File: config.mk
export PLATFORM = sky130hd
export DESIGN_NAME = cpg_top
export DESIGN_NICKNAME = d
export VERILOG_FILES = /design/src/logic/cpg_pkg.sv /design/src/logic/cpg_sw_if.sv /design/src/logic/cpg_phase_gen.sv /design/src/logic/cpg_top.sv
export SDC_FILE = /design/constraint.sdc
export NUM_CORES = 2
export LEC_CHECK = 0
export BUFFER_PORTS_ARGS = -buffer_cell sky130_fd_sc_hd__buf_2
export CELL_PAD_IN_SITES_DETAIL_PLACEMENT = 0
export CELL_PAD_IN_SITES_GLOBAL_PLACEMENT = 1
export CORE_MARGIN = 2
export CORE_UTILIZATION = 50
export CTS_CLUSTER_SIZE = 14
export DETAILED_ROUTE_END_ITERATION = 10
export HOLD_SLACK_MARGIN = 0.05
export PLACE_DENSITY = 0.84
export SLEW_MARGIN = 20
export SYNTH_ARGS = -nofsm -noshare
export SYNTH_HDL_FRONTEND = slang
export SYNTH_SLANG_ARGS = --single-unit
File: constraint.sdc
create_clock -name clk_sys_i -period 212.6 [get_ports clk_sys_i]
set_clock_uncertainty 0.2 [all_clocks]
set_input_delay 10.63 -clock clk_sys_i [delete_from_list [all_inputs] [get_ports clk_sys_i]]
set_output_delay 10.63 -clock clk_sys_i [all_outputs]
set_load 0.01 [all_outputs]
File: src/logic/cpg_pkg.sv
/*
 * Shared constants and types of the converter supervisory block.
 * Assumes a 100 MHz system clock and 8-bit command codes.
 */
`default_nettype none
package cpg_pkg;
	// Command codes
	localparam logic [7:0] CMD_SETPOINT = 8'h21;
	localparam logic [7:0] CMD_SLEW = 8'h27;
	localparam logic [7:0] CMD_FREQ = 8'h33;
	localparam logic [7:0] CMD_INTERLEAVE = 8'h37;
	localparam logic [7:0] CMD_PG_ON = 8'h5E;
	localparam logic [7:0] CMD_PG_OFF = 8'h5F;
	localparam logic [7:0] CMD_STATUS = 8'h79;
	localparam logic [7:0] CMD_POLARITY = 8'hD0;
	localparam logic [7:0] CMD_TUNE_BASE = 8'hE0;
	localparam logic [7:0] CMD_ADDR_OFS = 8'hEE;
	localparam logic [7:0] CMD_LEVEL_CFG = 8'hEF;
	localparam logic [7:0] CMD_CAP_CFG = 8'hF7;
	localparam logic [7:0] CMD_PIN_CFG = 8'hF9;
	// Tuning table word indices
	localparam int TUNE_WORDS = 13;
	localparam int T_I1H = 0;
	localparam int T_I1L = 1;
	localparam int T_I2H = 2;
	localparam int T_I2L = 3;
	localparam int T_V1 = 4;
	localparam int T_V2 = 5;
	localparam int T_LIM1 = 6;
	localparam int T_LIM2 = 7;
	localparam int T_LIM3 = 8;
	localparam int T_K1 = 9;
	localparam int T_K2 = 10;
	localparam int T_K3 = 11;
	localparam int T_RISE = 12;
	// Reset values and frequency limits
	localparam logic [15:0] RST_INTERLEAVE = 16'h0021;
	localparam logic [7:0] RST_POLARITY = 8'h00;
	localparam logic [7:0] RST_PIN_ALONE = 8'h04;
	localparam logic [7:0] RST_PIN_PARALLEL = 8'h06;
	localparam logic [15:0] RST_FREQ_KHZ = 16'h00B4;
	localparam logic [15:0] FREQ_MIN_KHZ = 16'h00A0;
	localparam logic [15:0] FREQ_MAX_KHZ = 16'h00C8;
	localparam logic [15:0] RST_PG_ON_MV = 16'h1F40;
	localparam logic [15:0] RST_PG_OFF_MV = 16'h1388;
	localparam logic [15:0] RST_SETPOINT_MV = 16'h2EE0;
	// Field positions
	localparam int IL_ORDER_LSB = 0;
	localparam int IL_NUM_LSB = 4;
	localparam int PIN_SYNC_EN = 0;
	localparam int PIN_PG_OD = 1;
	localparam int PIN_PG_EN = 2;
	localparam int PIN_SYNC_SA1 = 3;
	localparam int PIN_SYNC_OUT = 4;
	localparam logic [1:0] POL_ACTIVE_HIGH = 2'h1;
	localparam int LVL_EN = 0;
	localparam int CAP_ART_EN = 0;
	localparam int CAP_DLC_EN = 1;
	localparam int STATUS_PG_BIT = 11;
	localparam int FACTOR_FRAC = 4;
	localparam int TOL_SHIFT = 4;
	// Timing
	localparam int CLK_KHZ = 100000;
	localparam int TICK_NS = 1000;
	localparam int TICK_CYCLES = TICK_NS * CLK_KHZ / 1000000;
	localparam int SYNC_HIGH_NS = 250;
	localparam int SYNC_HIGH_CYCLES = (SYNC_HIGH_NS * CLK_KHZ + 999999) / 1000000;
	typedef enum {LVL_LOW, LVL_MID, LVL_HIGH} cpg_level_t;
endpackage
`default_nettype wire

File: src/logic/cpg_sw_if.sv
/*
 * Carrier between the configuration top and the phase generator.
 * Assumes both ends run on the system clock.
 */
`timescale 1ns/1ps
`default_nettype none
interface cpg_sw_if;
	logic [15:0] period;
	logic [15:0] offset;
	logic follow;
	logic sync_edge;
	logic sw_pulse;
	logic ref_pulse;
	modport cfg(output period, offset, follow, sync_edge,
		input sw_pulse, ref_pulse);
	modport gen(input period, offset, follow, sync_edge,
		output sw_pulse, ref_pulse);
endinterface
`default_nettype wire

File: src/logic/cpg_phase_gen.sv
/*
 * Switching reference counter and phase-shifted switching pulse.
 * Assumes period and offset are settled values below 2^16 cycles.
 */
`timescale 1ns/1ps
`default_nettype none
module cpg_phase_gen (
	input wire logic clk_sys_i,
	input wire logic resetn_i,
	cpg_sw_if.gen sw
);
	import cpg_pkg::*;
	logic [15:0] cnt, next_cnt;
	logic sw_q, next_sw;
	logic ref_q, next_ref;

	////////////////////////////////////////////////////////////////
	// Reference counter; a follower restarts on the received edge
	always_comb begin
		next_cnt = cnt + 16'h0001;
		if (sw.follow && sw.sync_edge) begin
			next_cnt = 16'h0000;
		end else if (cnt >= sw.period - 16'h0001) begin
			next_cnt = 16'h0000;
		end
		next_ref = (next_cnt == 16'h0000);
		next_sw = (next_cnt == sw.offset);
	end

	always_ff @(posedge clk_sys_i or negedge resetn_i) begin
		if (!resetn_i) begin
			cnt <= 16'h0000;
			sw_q <= 1'b0;
			ref_q <= 1'b0;
		end else begin
			cnt <= next_cnt;
			sw_q <= next_sw;
			ref_q <= next_ref;
		end
	end

	assign sw.sw_pulse = sw_q;
	assign sw.ref_pulse = ref_q;
endmodule
`default_nettype wire

File: src/logic/cpg_top.sv
/*
 * Supervisory and configuration logic: command registers, phase
 * spread, power-good pin and flag, load-based levels with slew,
 * adaptive rise time, loop tuning and bus address.
 * Assumes commands, measurements and faults arrive on clk_sys_i;
 * the two pins come from outside and are synchronised here.
 */
`timescale 1ns/1ps
`default_nettype none
module cpg_top #(
	parameter bit PARALLEL_VARIANT = 1'b0,
	parameter logic [6:0] ADDR_BASE = 7'h20
) (
	input wire logic clk_sys_i,
	input wire logic resetn_i,
	input wire logic cmd_valid_i,
	input wire logic cmd_write_i,
	input wire logic [7:0] cmd_code_i,
	input wire logic [15:0] cmd_wdata_i,
	output logic rsp_valid_o,
	output logic [15:0] rsp_data_o,
	output logic rsp_error_o,
	input wire logic [15:0] vout_mv_i,
	input wire logic [15:0] iout_ma_i,
	input wire logic ramping_i,
	input wire logic fault_i,
	input wire logic ramp_start_i,
	input wire logic cap_valid_i,
	input wire logic [15:0] cap_meas_i,
	input wire logic [2:0] sa0_code_i,
	input wire logic [2:0] sa1_code_i,
	input wire logic good_or_sync_pin_i,
	output logic good_or_sync_pin_o,
	output logic good_or_sync_pin_oe_o,
	input wire logic second_address_pin_i,
	output logic second_address_pin_o,
	output logic second_address_pin_oe_o,
	output logic sw_pulse_o,
	output logic [15:0] vout_target_o,
	output logic [15:0] rise_time_o,
	output logic loop_alt_o,
	output logic [6:0] bus_addr_o
);
	import cpg_pkg::*;

	if (TICK_CYCLES < 1 || SYNC_HIGH_CYCLES < 1) begin : g_chk
		$error("clock too slow for timing counts");
	end

	localparam logic [7:0] RST_PIN = PARALLEL_VARIANT ?
		RST_PIN_PARALLEL : RST_PIN_ALONE;

	function automatic logic tune_hit(input logic [7:0] code);
		tune_hit = code >= CMD_TUNE_BASE &&
			code < CMD_TUNE_BASE + 8'(TUNE_WORDS);
	endfunction

	function automatic logic [15:0] absdiff(input logic [15:0] a,
		input logic [15:0] b);
		absdiff = (a > b) ? a - b : b - a;
	endfunction

	////////////////////////////////////////////////////////////////
	// Command registers
	logic [15:0] setpoint, next_setpoint, slew, next_slew;
	logic [15:0] freq, next_freq, ilv, next_ilv;
	logic [15:0] pg_on, next_pg_on, pg_off, next_pg_off;
	logic [7:0] pol, next_pol, addr_ofs, next_addr_ofs;
	logic [7:0] lvl_cfg, next_lvl_cfg, cap_cfg, next_cap_cfg;
	logic [7:0] pin_cfg, next_pin_cfg;
	logic [15:0] tune [TUNE_WORDS];
	logic [15:0] next_tune [TUNE_WORDS];
	logic status_pg;
	logic [15:0] rdata;
	logic rerr;
	logic wr;

	assign wr = cmd_valid_i && cmd_write_i;

	// Writes; an out-of-range frequency is ignored
	always_comb begin
		next_setpoint = setpoint;
		next_slew = slew;
		next_freq = freq;
		next_ilv = ilv;
		next_pg_on = pg_on;
		next_pg_off = pg_off;
		next_pol = pol;
		next_addr_ofs = addr_ofs;
		next_lvl_cfg = lvl_cfg;
		next_cap_cfg = cap_cfg;
		next_pin_cfg = pin_cfg;
		next_tune = tune;
		if (wr) begin
			case (cmd_code_i)
				CMD_SETPOINT: next_setpoint = cmd_wdata_i;
				CMD_SLEW: next_slew = cmd_wdata_i;
				CMD_FREQ: begin
					if (cmd_wdata_i >= FREQ_MIN_KHZ &&
						cmd_wdata_i <= FREQ_MAX_KHZ) begin
						next_freq = cmd_wdata_i;
					end
				end
				CMD_INTERLEAVE: next_ilv = cmd_wdata_i;
				CMD_PG_ON: next_pg_on = cmd_wdata_i;
				CMD_PG_OFF: next_pg_off = cmd_wdata_i;
				CMD_POLARITY: next_pol = cmd_wdata_i[7:0];
				CMD_ADDR_OFS: next_addr_ofs = cmd_wdata_i[7:0];
				CMD_LEVEL_CFG: next_lvl_cfg = cmd_wdata_i[7:0];
				CMD_CAP_CFG: next_cap_cfg = cmd_wdata_i[7:0];
				CMD_PIN_CFG: next_pin_cfg = cmd_wdata_i[7:0];
				default: begin
					if (tune_hit(cmd_code_i)) begin
						next_tune[4'(cmd_code_i - CMD_TUNE_BASE)] = cmd_wdata_i;
					end
				end
			endcase
		end
	end

	// Read mux; unknown codes answer zero with an error flag
	always_comb begin
		rdata = 16'h0000;
		rerr = 1'b0;
		case (cmd_code_i)
			CMD_SETPOINT: rdata = setpoint;
			CMD_SLEW: rdata = slew;
			CMD_FREQ: rdata = freq;
			CMD_INTERLEAVE: rdata = ilv;
			CMD_PG_ON: rdata = pg_on;
			CMD_PG_OFF: rdata = pg_off;
			CMD_STATUS: rdata[STATUS_PG_BIT] = status_pg;
			CMD_POLARITY: rdata = {8'h00, pol};
			CMD_ADDR_OFS: rdata = {8'h00, addr_ofs};
			CMD_LEVEL_CFG: rdata = {8'h00, lvl_cfg};
			CMD_CAP_CFG: rdata = {8'h00, cap_cfg};
			CMD_PIN_CFG: rdata = {8'h00, pin_cfg};
			default: begin
				if (tune_hit(cmd_code_i)) begin
					rdata = tune[4'(cmd_code_i - CMD_TUNE_BASE)];
				end else begin
					rerr = 1'b1;
				end
			end
		endcase
	end

	always_ff @(posedge clk_sys_i or negedge resetn_i) begin
		if (!resetn_i) begin
			setpoint <= RST_SETPOINT_MV;
			slew <= 16'h0000;
			freq <= RST_FREQ_KHZ;
			ilv <= RST_INTERLEAVE;
			pg_on <= RST_PG_ON_MV;
			pg_off <= RST_PG_OFF_MV;
			pol <= RST_POLARITY;
			addr_ofs <= 8'h00;
			lvl_cfg <= 8'h00;
			cap_cfg <= 8'h00;
			pin_cfg <= RST_PIN;
			for (int i = 0; i < TUNE_WORDS; i++) begin
				tune[i] <= 16'h0000;
			end
			rsp_valid_o <= 1'b0;
			rsp_data_o <= 16'h0000;
			rsp_error_o <= 1'b0;
		end else begin
			setpoint <= next_setpoint;
			slew <= next_slew;
			freq <= next_freq;
			ilv <= next_ilv;
			pg_on <= next_pg_on;
			pg_off <= next_pg_off;
			pol <= next_pol;
			addr_ofs <= next_addr_ofs;
			lvl_cfg <= next_lvl_cfg;
			cap_cfg <= next_cap_cfg;
			pin_cfg <= next_pin_cfg;
			tune <= next_tune;
			rsp_valid_o <= cmd_valid_i;
			rsp_data_o <= cmd_write_i ? 16'h0000 : rdata;
			rsp_error_o <= cmd_valid_i && rerr;
		end
	end

	////////////////////////////////////////////////////////////////
	// Power good state, flag and level selection with slew
	logic pg_state, next_pg_state, next_status_pg;
	cpg_level_t level, next_level;
	logic [15:0] goal, tgt, next_tgt;
	logic [7:0] tick_cnt, next_tick_cnt;

	always_comb begin
		next_pg_state = pg_state;
		if (ramping_i || fault_i) begin
			next_pg_state = 1'b0;
		end else if (!pg_state && vout_mv_i > pg_on) begin
			next_pg_state = 1'b1;
		end else if (pg_state && vout_mv_i < pg_off) begin
			next_pg_state = 1'b0;
		end
		next_status_pg = !fault_i && !ramping_i &&
			absdiff(vout_mv_i, tgt) <= (tgt >> TOL_SHIFT);
		next_level = level;
		case (level)
			LVL_LOW: if (iout_ma_i > tune[T_I1H]) next_level = LVL_MID;
			LVL_MID: begin
				if (iout_ma_i < tune[T_I1L]) begin
					next_level = LVL_LOW;
				end else if (iout_ma_i > tune[T_I2H]) begin
					next_level = LVL_HIGH;
				end
			end
			LVL_HIGH: if (iout_ma_i < tune[T_I2L]) next_level = LVL_MID;
			default: next_level = LVL_HIGH;
		endcase
		if (!lvl_cfg[LVL_EN]) begin
			next_level = LVL_HIGH;
		end
		case (level)
			LVL_LOW: goal = tune[T_V1];
			LVL_MID: goal = tune[T_V2];
			default: goal = setpoint;
		endcase
		next_tick_cnt = (tick_cnt == 8'(TICK_CYCLES - 1)) ?
			8'h00 : tick_cnt + 8'h01;
		next_tgt = tgt;
		if (slew == 16'h0000 || absdiff(goal, tgt) <= slew) begin
			if (slew == 16'h0000 || tick_cnt == 8'h00) next_tgt = goal;
		end else if (tick_cnt == 8'h00) begin
			next_tgt = (goal > tgt) ? tgt + slew : tgt - slew;
		end
	end

	always_ff @(posedge clk_sys_i or negedge resetn_i) begin
		if (!resetn_i) begin
			pg_state <= 1'b0;
			status_pg <= 1'b0;
			level <= LVL_HIGH;
			tgt <= RST_SETPOINT_MV;
			tick_cnt <= 8'h00;
		end else begin
			pg_state <= next_pg_state;
			status_pg <= next_status_pg && next_pg_state;
			level <= next_level;
			tgt <= next_tgt;
			tick_cnt <= next_tick_cnt;
		end
	end

	assign vout_target_o = tgt;

	////////////////////////////////////////////////////////////////
	// Adaptive rise time and loop tuning from measured capacitance
	logic [15:0] next_rise;
	logic next_loop;
	logic [15:0] k;

	always_comb begin
		next_rise = rise_time_o;
		next_loop = loop_alt_o;
		k = 16'h0000;
		if (cap_meas_i > tune[T_LIM3]) k = tune[T_K3];
		else if (cap_meas_i > tune[T_LIM2]) k = tune[T_K2];
		else if (cap_meas_i > tune[T_LIM1]) k = tune[T_K1];
		if (ramp_start_i) begin
			next_rise = tune[T_RISE];
		end else if (cap_valid_i && cap_cfg[CAP_ART_EN] &&
			k != 16'h0000) begin
			next_rise = 16'((32'(tune[T_RISE]) * 32'(k)) >> FACTOR_FRAC);
		end
		if (cap_valid_i) begin
			next_loop = cap_cfg[CAP_DLC_EN] && cap_meas_i > tune[T_LIM3];
		end
	end

	always_ff @(posedge clk_sys_i or negedge resetn_i) begin
		if (!resetn_i) begin
			rise_time_o <= 16'h0000;
			loop_alt_o <= 1'b0;
		end else begin
			rise_time_o <= next_rise;
			loop_alt_o <= next_loop;
		end
	end

	////////////////////////////////////////////////////////////////
	// Sync, phase spread, pins and bus address
	cpg_sw_if sw ();
	logic pg_s1, pg_s2, sa_s1, sa_s2, sync_prev;
	logic sync_en, sync_sa1, sync_drive, sync_sel, pg_lvl;
	logic [15:0] next_period, next_offset;
	logic [4:0] sync_cnt, next_sync_cnt;
	logic next_pg_o, next_pg_oe, next_sa_o, next_sa_oe;
	logic [6:0] next_addr;
	logic [3:0] il_num, il_ord;

	assign sync_en = pin_cfg[PIN_SYNC_EN];
	assign sync_sa1 = sync_en && pin_cfg[PIN_SYNC_SA1];
	assign sync_drive = pin_cfg[PIN_SYNC_OUT];
	assign sync_sel = sync_sa1 ? sa_s2 : pg_s2;
	assign il_num = ilv[IL_NUM_LSB +: 4];
	assign il_ord = ilv[IL_ORDER_LSB +: 4];
	assign pg_lvl = (pol[1:0] == POL_ACTIVE_HIGH) ? pg_state : !pg_state;

	always_comb begin
		next_period = 16'(CLK_KHZ / int'(freq));
		// offset cycles from position over count
		next_offset = (il_num == 4'h0) ? 16'h0000 :
			16'((32'(sw.period) * 32'(il_ord)) / 32'(il_num));
		next_sync_cnt = (sync_cnt != 5'h00) ? sync_cnt - 5'h01 : 5'h00;
		if (sw.ref_pulse && sync_drive) begin
			next_sync_cnt = 5'(SYNC_HIGH_CYCLES);
		end
		next_pg_o = 1'b0;
		next_pg_oe = 1'b0;
		if (sync_en && !sync_sa1) begin
			next_pg_o = (sync_cnt != 5'h00);
			next_pg_oe = sync_drive;
		end else if (pin_cfg[PIN_PG_EN]) begin
			next_pg_oe = pin_cfg[PIN_PG_OD] ? !pg_lvl : 1'b1;
			next_pg_o = pin_cfg[PIN_PG_OD] ? 1'b0 : pg_lvl;
		end
		next_sa_o = sync_sa1 && sync_drive && (sync_cnt != 5'h00);
		next_sa_oe = sync_sa1 && sync_drive;
		next_addr = ADDR_BASE + (sync_sa1 ?
			7'(sa0_code_i) + addr_ofs[6:0] : {1'b0, sa1_code_i, sa0_code_i});
	end

	always_ff @(posedge clk_sys_i or negedge resetn_i) begin
		if (!resetn_i) begin
			pg_s1 <= 1'b0;
			pg_s2 <= 1'b0;
			sa_s1 <= 1'b0;
			sa_s2 <= 1'b0;
			sync_prev <= 1'b0;
			sw.period <= 16'h0001;
			sw.offset <= 16'h0000;
			sync_cnt <= 5'h00;
			good_or_sync_pin_o <= 1'b0;
			good_or_sync_pin_oe_o <= 1'b0;
			second_address_pin_o <= 1'b0;
			second_address_pin_oe_o <= 1'b0;
			bus_addr_o <= ADDR_BASE;
		end else begin
			pg_s1 <= good_or_sync_pin_i;
			pg_s2 <= pg_s1;
			sa_s1 <= second_address_pin_i;
			sa_s2 <= sa_s1;
			sync_prev <= sync_sel;
			sw.period <= next_period;
			sw.offset <= next_offset;
			sync_cnt <= next_sync_cnt;
			good_or_sync_pin_o <= next_pg_o;
			good_or_sync_pin_oe_o <= next_pg_oe;
			second_address_pin_o <= next_sa_o;
			second_address_pin_oe_o <= next_sa_oe;
			bus_addr_o <= next_addr;
		end
	end

	// Follower restarts on any synchronised rising edge
	assign sw.follow = sync_en && !sync_drive;
	assign sw.sync_edge = sync_sel && !sync_prev;
	assign sw_pulse_o = sw.sw_pulse;

	cpg_phase_gen u_gen (
		.clk_sys_i(clk_sys_i),
		.resetn_i(resetn_i),
		.sw(sw)
	);
endmodule
`default_nettype wire

==> results.toml <==
[floorplanning]
initial_core_util_pct = 50.3
ios = 151
rows = 142
die_x_um = 392
die-area_sq_um = 154000
core-area_sq_um = 150000
dieHeight_um = 392

[yosys]
avgSynthCellArea_sq_um = 7.96
postSynthCellCount = 9468
ys_ff_latch = 478
synthArstFlopShare_pct = 100
synth_area_sq_um = 75400
synth-seq-area-share_pct = 15.9
synth_cell_types = 148
ys.flop_type = "dfrtp_1"
synth_edf_count = 0
ys_warn_count = 0

[worst_setup_path]
cp-start-kind = "flip-flop"
worst_ep_arrival_time_ns = 105.19
endpoint_kind = "flip-flop"
slowest_stage = "nor4b_1"
cp_data_required_time_ns = 213.01
critPathTopFamily = "compound AO/OA/AOI/OAI gates"
path_buf_inv = 25
path_class = "flip-flop to flip-flop"
crit_top_cell = "o21ai_0"
critPathMaxFanout = 37
critPathMaxStageDelay_ns = 0.84

[cts]
cts_tree = "built"
clk_pin_slew_worst_paths_ns = 0.06
cts_made_buffers = 57
cts_setup_buffers = 0
cts_root_buffer = "clkbuf_16"
cts_hold_buf = 0
ctsResizeCount = 0
clock-sinks = 478
clock_path_buffers = 3
clk_latency_ns = 0.69
cts_max_level = 2

[flow_run]
drv_cap = 0

[sta]
tns_ns = 0
slew_violations = 0
whs_ns = 0.146
min_period_over_period_pct = 49.3
post-route-min-period_ns = 104.79
hold_viol = 0
setup_viol = 0
slew_headroom_pct = 24.5
worstMarginPinSlew_ns = 1.13
clock.fmax_mhz = 9.54
rsz0062_at_grt = "no"

[power_and_ir_drop]
power_leakage_uw = 0.0379
power_density_nw_per_um2 = 16.2
vdd_drop_max_mv = 0.0329

[grt]
antenna_found_initial = 6
grt.overflow.total = 0
grt_usage_pct = 29.9
grt_pass1_vias = 68800
grt_max_degree = 158
grt_pass1_wl_mm = 374

[drt]
drtIter0Drc = 5491
ant_nets = 0
dr.pass1.iters = 9
drc = 0
wirelength_mm = 234
vias_per_cell = 6.14
dr_total_vias = 70900
avgRoutedWirePerCell_um = 20.2

[final_layout]
fin_area_sq_um = 80200
post-route-util_pct = 53.6
drive_above_1_share_pct = 11.8
stdcell_count = 11500
finalNetCount = 10600
mostFrequentLayoutCell = "ha_1"
layout_common_cells = "834 x ha_1, 824 x nand2_1, 806 x nor2_1"
syn_to_final_growth_pct = 6.45

[place]
place_area_sq_um = 78300
dp_cells = 11400
dp_hpwl_mm = 183
port_buffers = 150
gp_congestion = 0.932

[outcome]
outcome = "finished clean"

[worst_hold_path]
worstHoldPathType = "flip-flop to flip-flop"
## registers in the layout, summed over array words and instances (netlist names), 2 cells and up
signal         flops
tune             208
freq              16
ilv               16
pg_off            16
pg_on             16
rise_time_o       16
rsp_data_o        16
setpoint          16
slew              16
sw.offset         16
sw.period         16
u_gen.cnt         16
vout_target_o     16
addr_ofs           8
cap_cfg            8
lvl_cfg            8
pin_cfg            8
pol                8
tick_cnt           8
bus_addr_o         7
sync_cnt           5
level              2
## power by group
group / switching (uW) / internal (uW)
Sequential: 6.17 / 95.9
Combinational: 710 / 386
Clock: 45.1 / 55.3
Total: 761 / 537
## Yosys cell counts (35+ instances only)
cell type / count / area, sq um
nor3_1: 235 / 1180
o21a_1: 197 / 1480
nor2b_1: 118 / 738
buf_1: 46 / 173
xor2_1: 161 / 1410
nor4_1: 85 / 532
and3_1: 85 / 532
a21boi_0: 80 / 601
mux2i_1: 97 / 971
o21bai_1: 42 / 315
fa_1: 165 / 3300
and2_1: 237 / 1480
nand2_1: 825 / 3100
o31ai_1: 121 / 908
or3_1: 61 / 382
dfrtp_1: 443 / 11100
o21ai_0: 561 / 2810
a21oi_1: 544 / 2720
a21o_1: 277 / 2080
a211oi_1: 60 / 450
nor2_1: 812 / 3050
nand2b_1: 222 / 1390
mux2_2: 421 / 4740
inv_1: 711 / 2670
xnor2_1: 360 / 3150
dfstp_2: 35 / 920
nand3_1: 194 / 971
o21ai_1: 53 / 265
or2_2: 57 / 357
a22oi_1: 49 / 368
o211ai_1: 65 / 488
mux4_2: 64 / 1440
a31oi_1: 87 / 544
nand4_1: 116 / 726
ha_1: 834 / 10400
clkbuf_1: 233 / 875
## cell families after synthesis
logic type / Yosys count / share of synthesized area, %
AOI/OAI and AO/OA: 2575 / 22.9
xor gates and xnor gates: 524 / 6.12
adders and majority gates: 1001 / 18.3
buffers and inverters: 1032 / 5.27
DFF: 478 / 15.9
muxes: 586 / 9.56
other: 1 / 0.00498
and+or+nand+nor: 3271 / 21.9
## final cells by class
| type | count | area [sq um] |
|---|---|---|
| fill | 14200 | 69500 |
| clock buffer | 77 | 1580 |
| antenna | 5 | 12.5 |
| clock inverter | 30 | 295 |
| tap | 2016 | 2520 |
| timing repair buffer | 260 | 1600 |
| inverter | 712 | 2670 |
| sequential | 478 | 12000 |
| multi-input combinational | 7969 | 59500 |
## worst register-to-register path, delay by kind of cell, from the launching register on
kind | cells | cell delay, ns
fa+ha+maj | 30 | 9.38
compound gates | 327 | 59.64
buf+inv | 25 | 5.84
mux | 6 | 1.75
simple gates | 149 | 27.29
flops | 1 | 0.52
## path summary, 6_finish.rpt
kind                                 startpoint                      to  slack, ns  cells past startpoint
setup / recovery           freq[15]$_DFFE_PN0P_  sw.period[0]$_DFF_PN1_     107.81                    537
hold / removal                  pg_s1$_DFF_PN0_         pg_s2$_DFF_PN0_       0.15                      0
setup reg to reg           freq[15]$_DFFE_PN0P_  sw.period[0]$_DFF_PN1_     107.81                    537
hold reg to reg                 pg_s1$_DFF_PN0_         pg_s2$_DFF_PN0_       0.15                      0
max in group asynchronous              resetn_i  u_gen.cnt[1]$_DFF_PN0_     199.97                      3
min in group asynchronous              resetn_i     status_pg$_DFF_PN0_       9.89                      1
## metrics by stage
stage                     total power, uW  setup WS (ns)
after floorplan                       943         114.88
after global placement               1160         110.98
after detailed placement             1170         108.48
after CTS                            1280         108.04
after global routing                 1410          95.43
final                                1300         107.81
## routing by layer
metal	wire length (um)	part of all wire, %	GRT usage (%)	vias to the layer above
met4	6760	2.9	8.55	0
li1	-	-	-	34300
met3	13100	5.6	3.22	346
met2	108000	46	49.9	2018
met5	0	0	0	-
met1	106000	45	40.6	34200
Note: power is estimated with default switching activity, not from simulation.
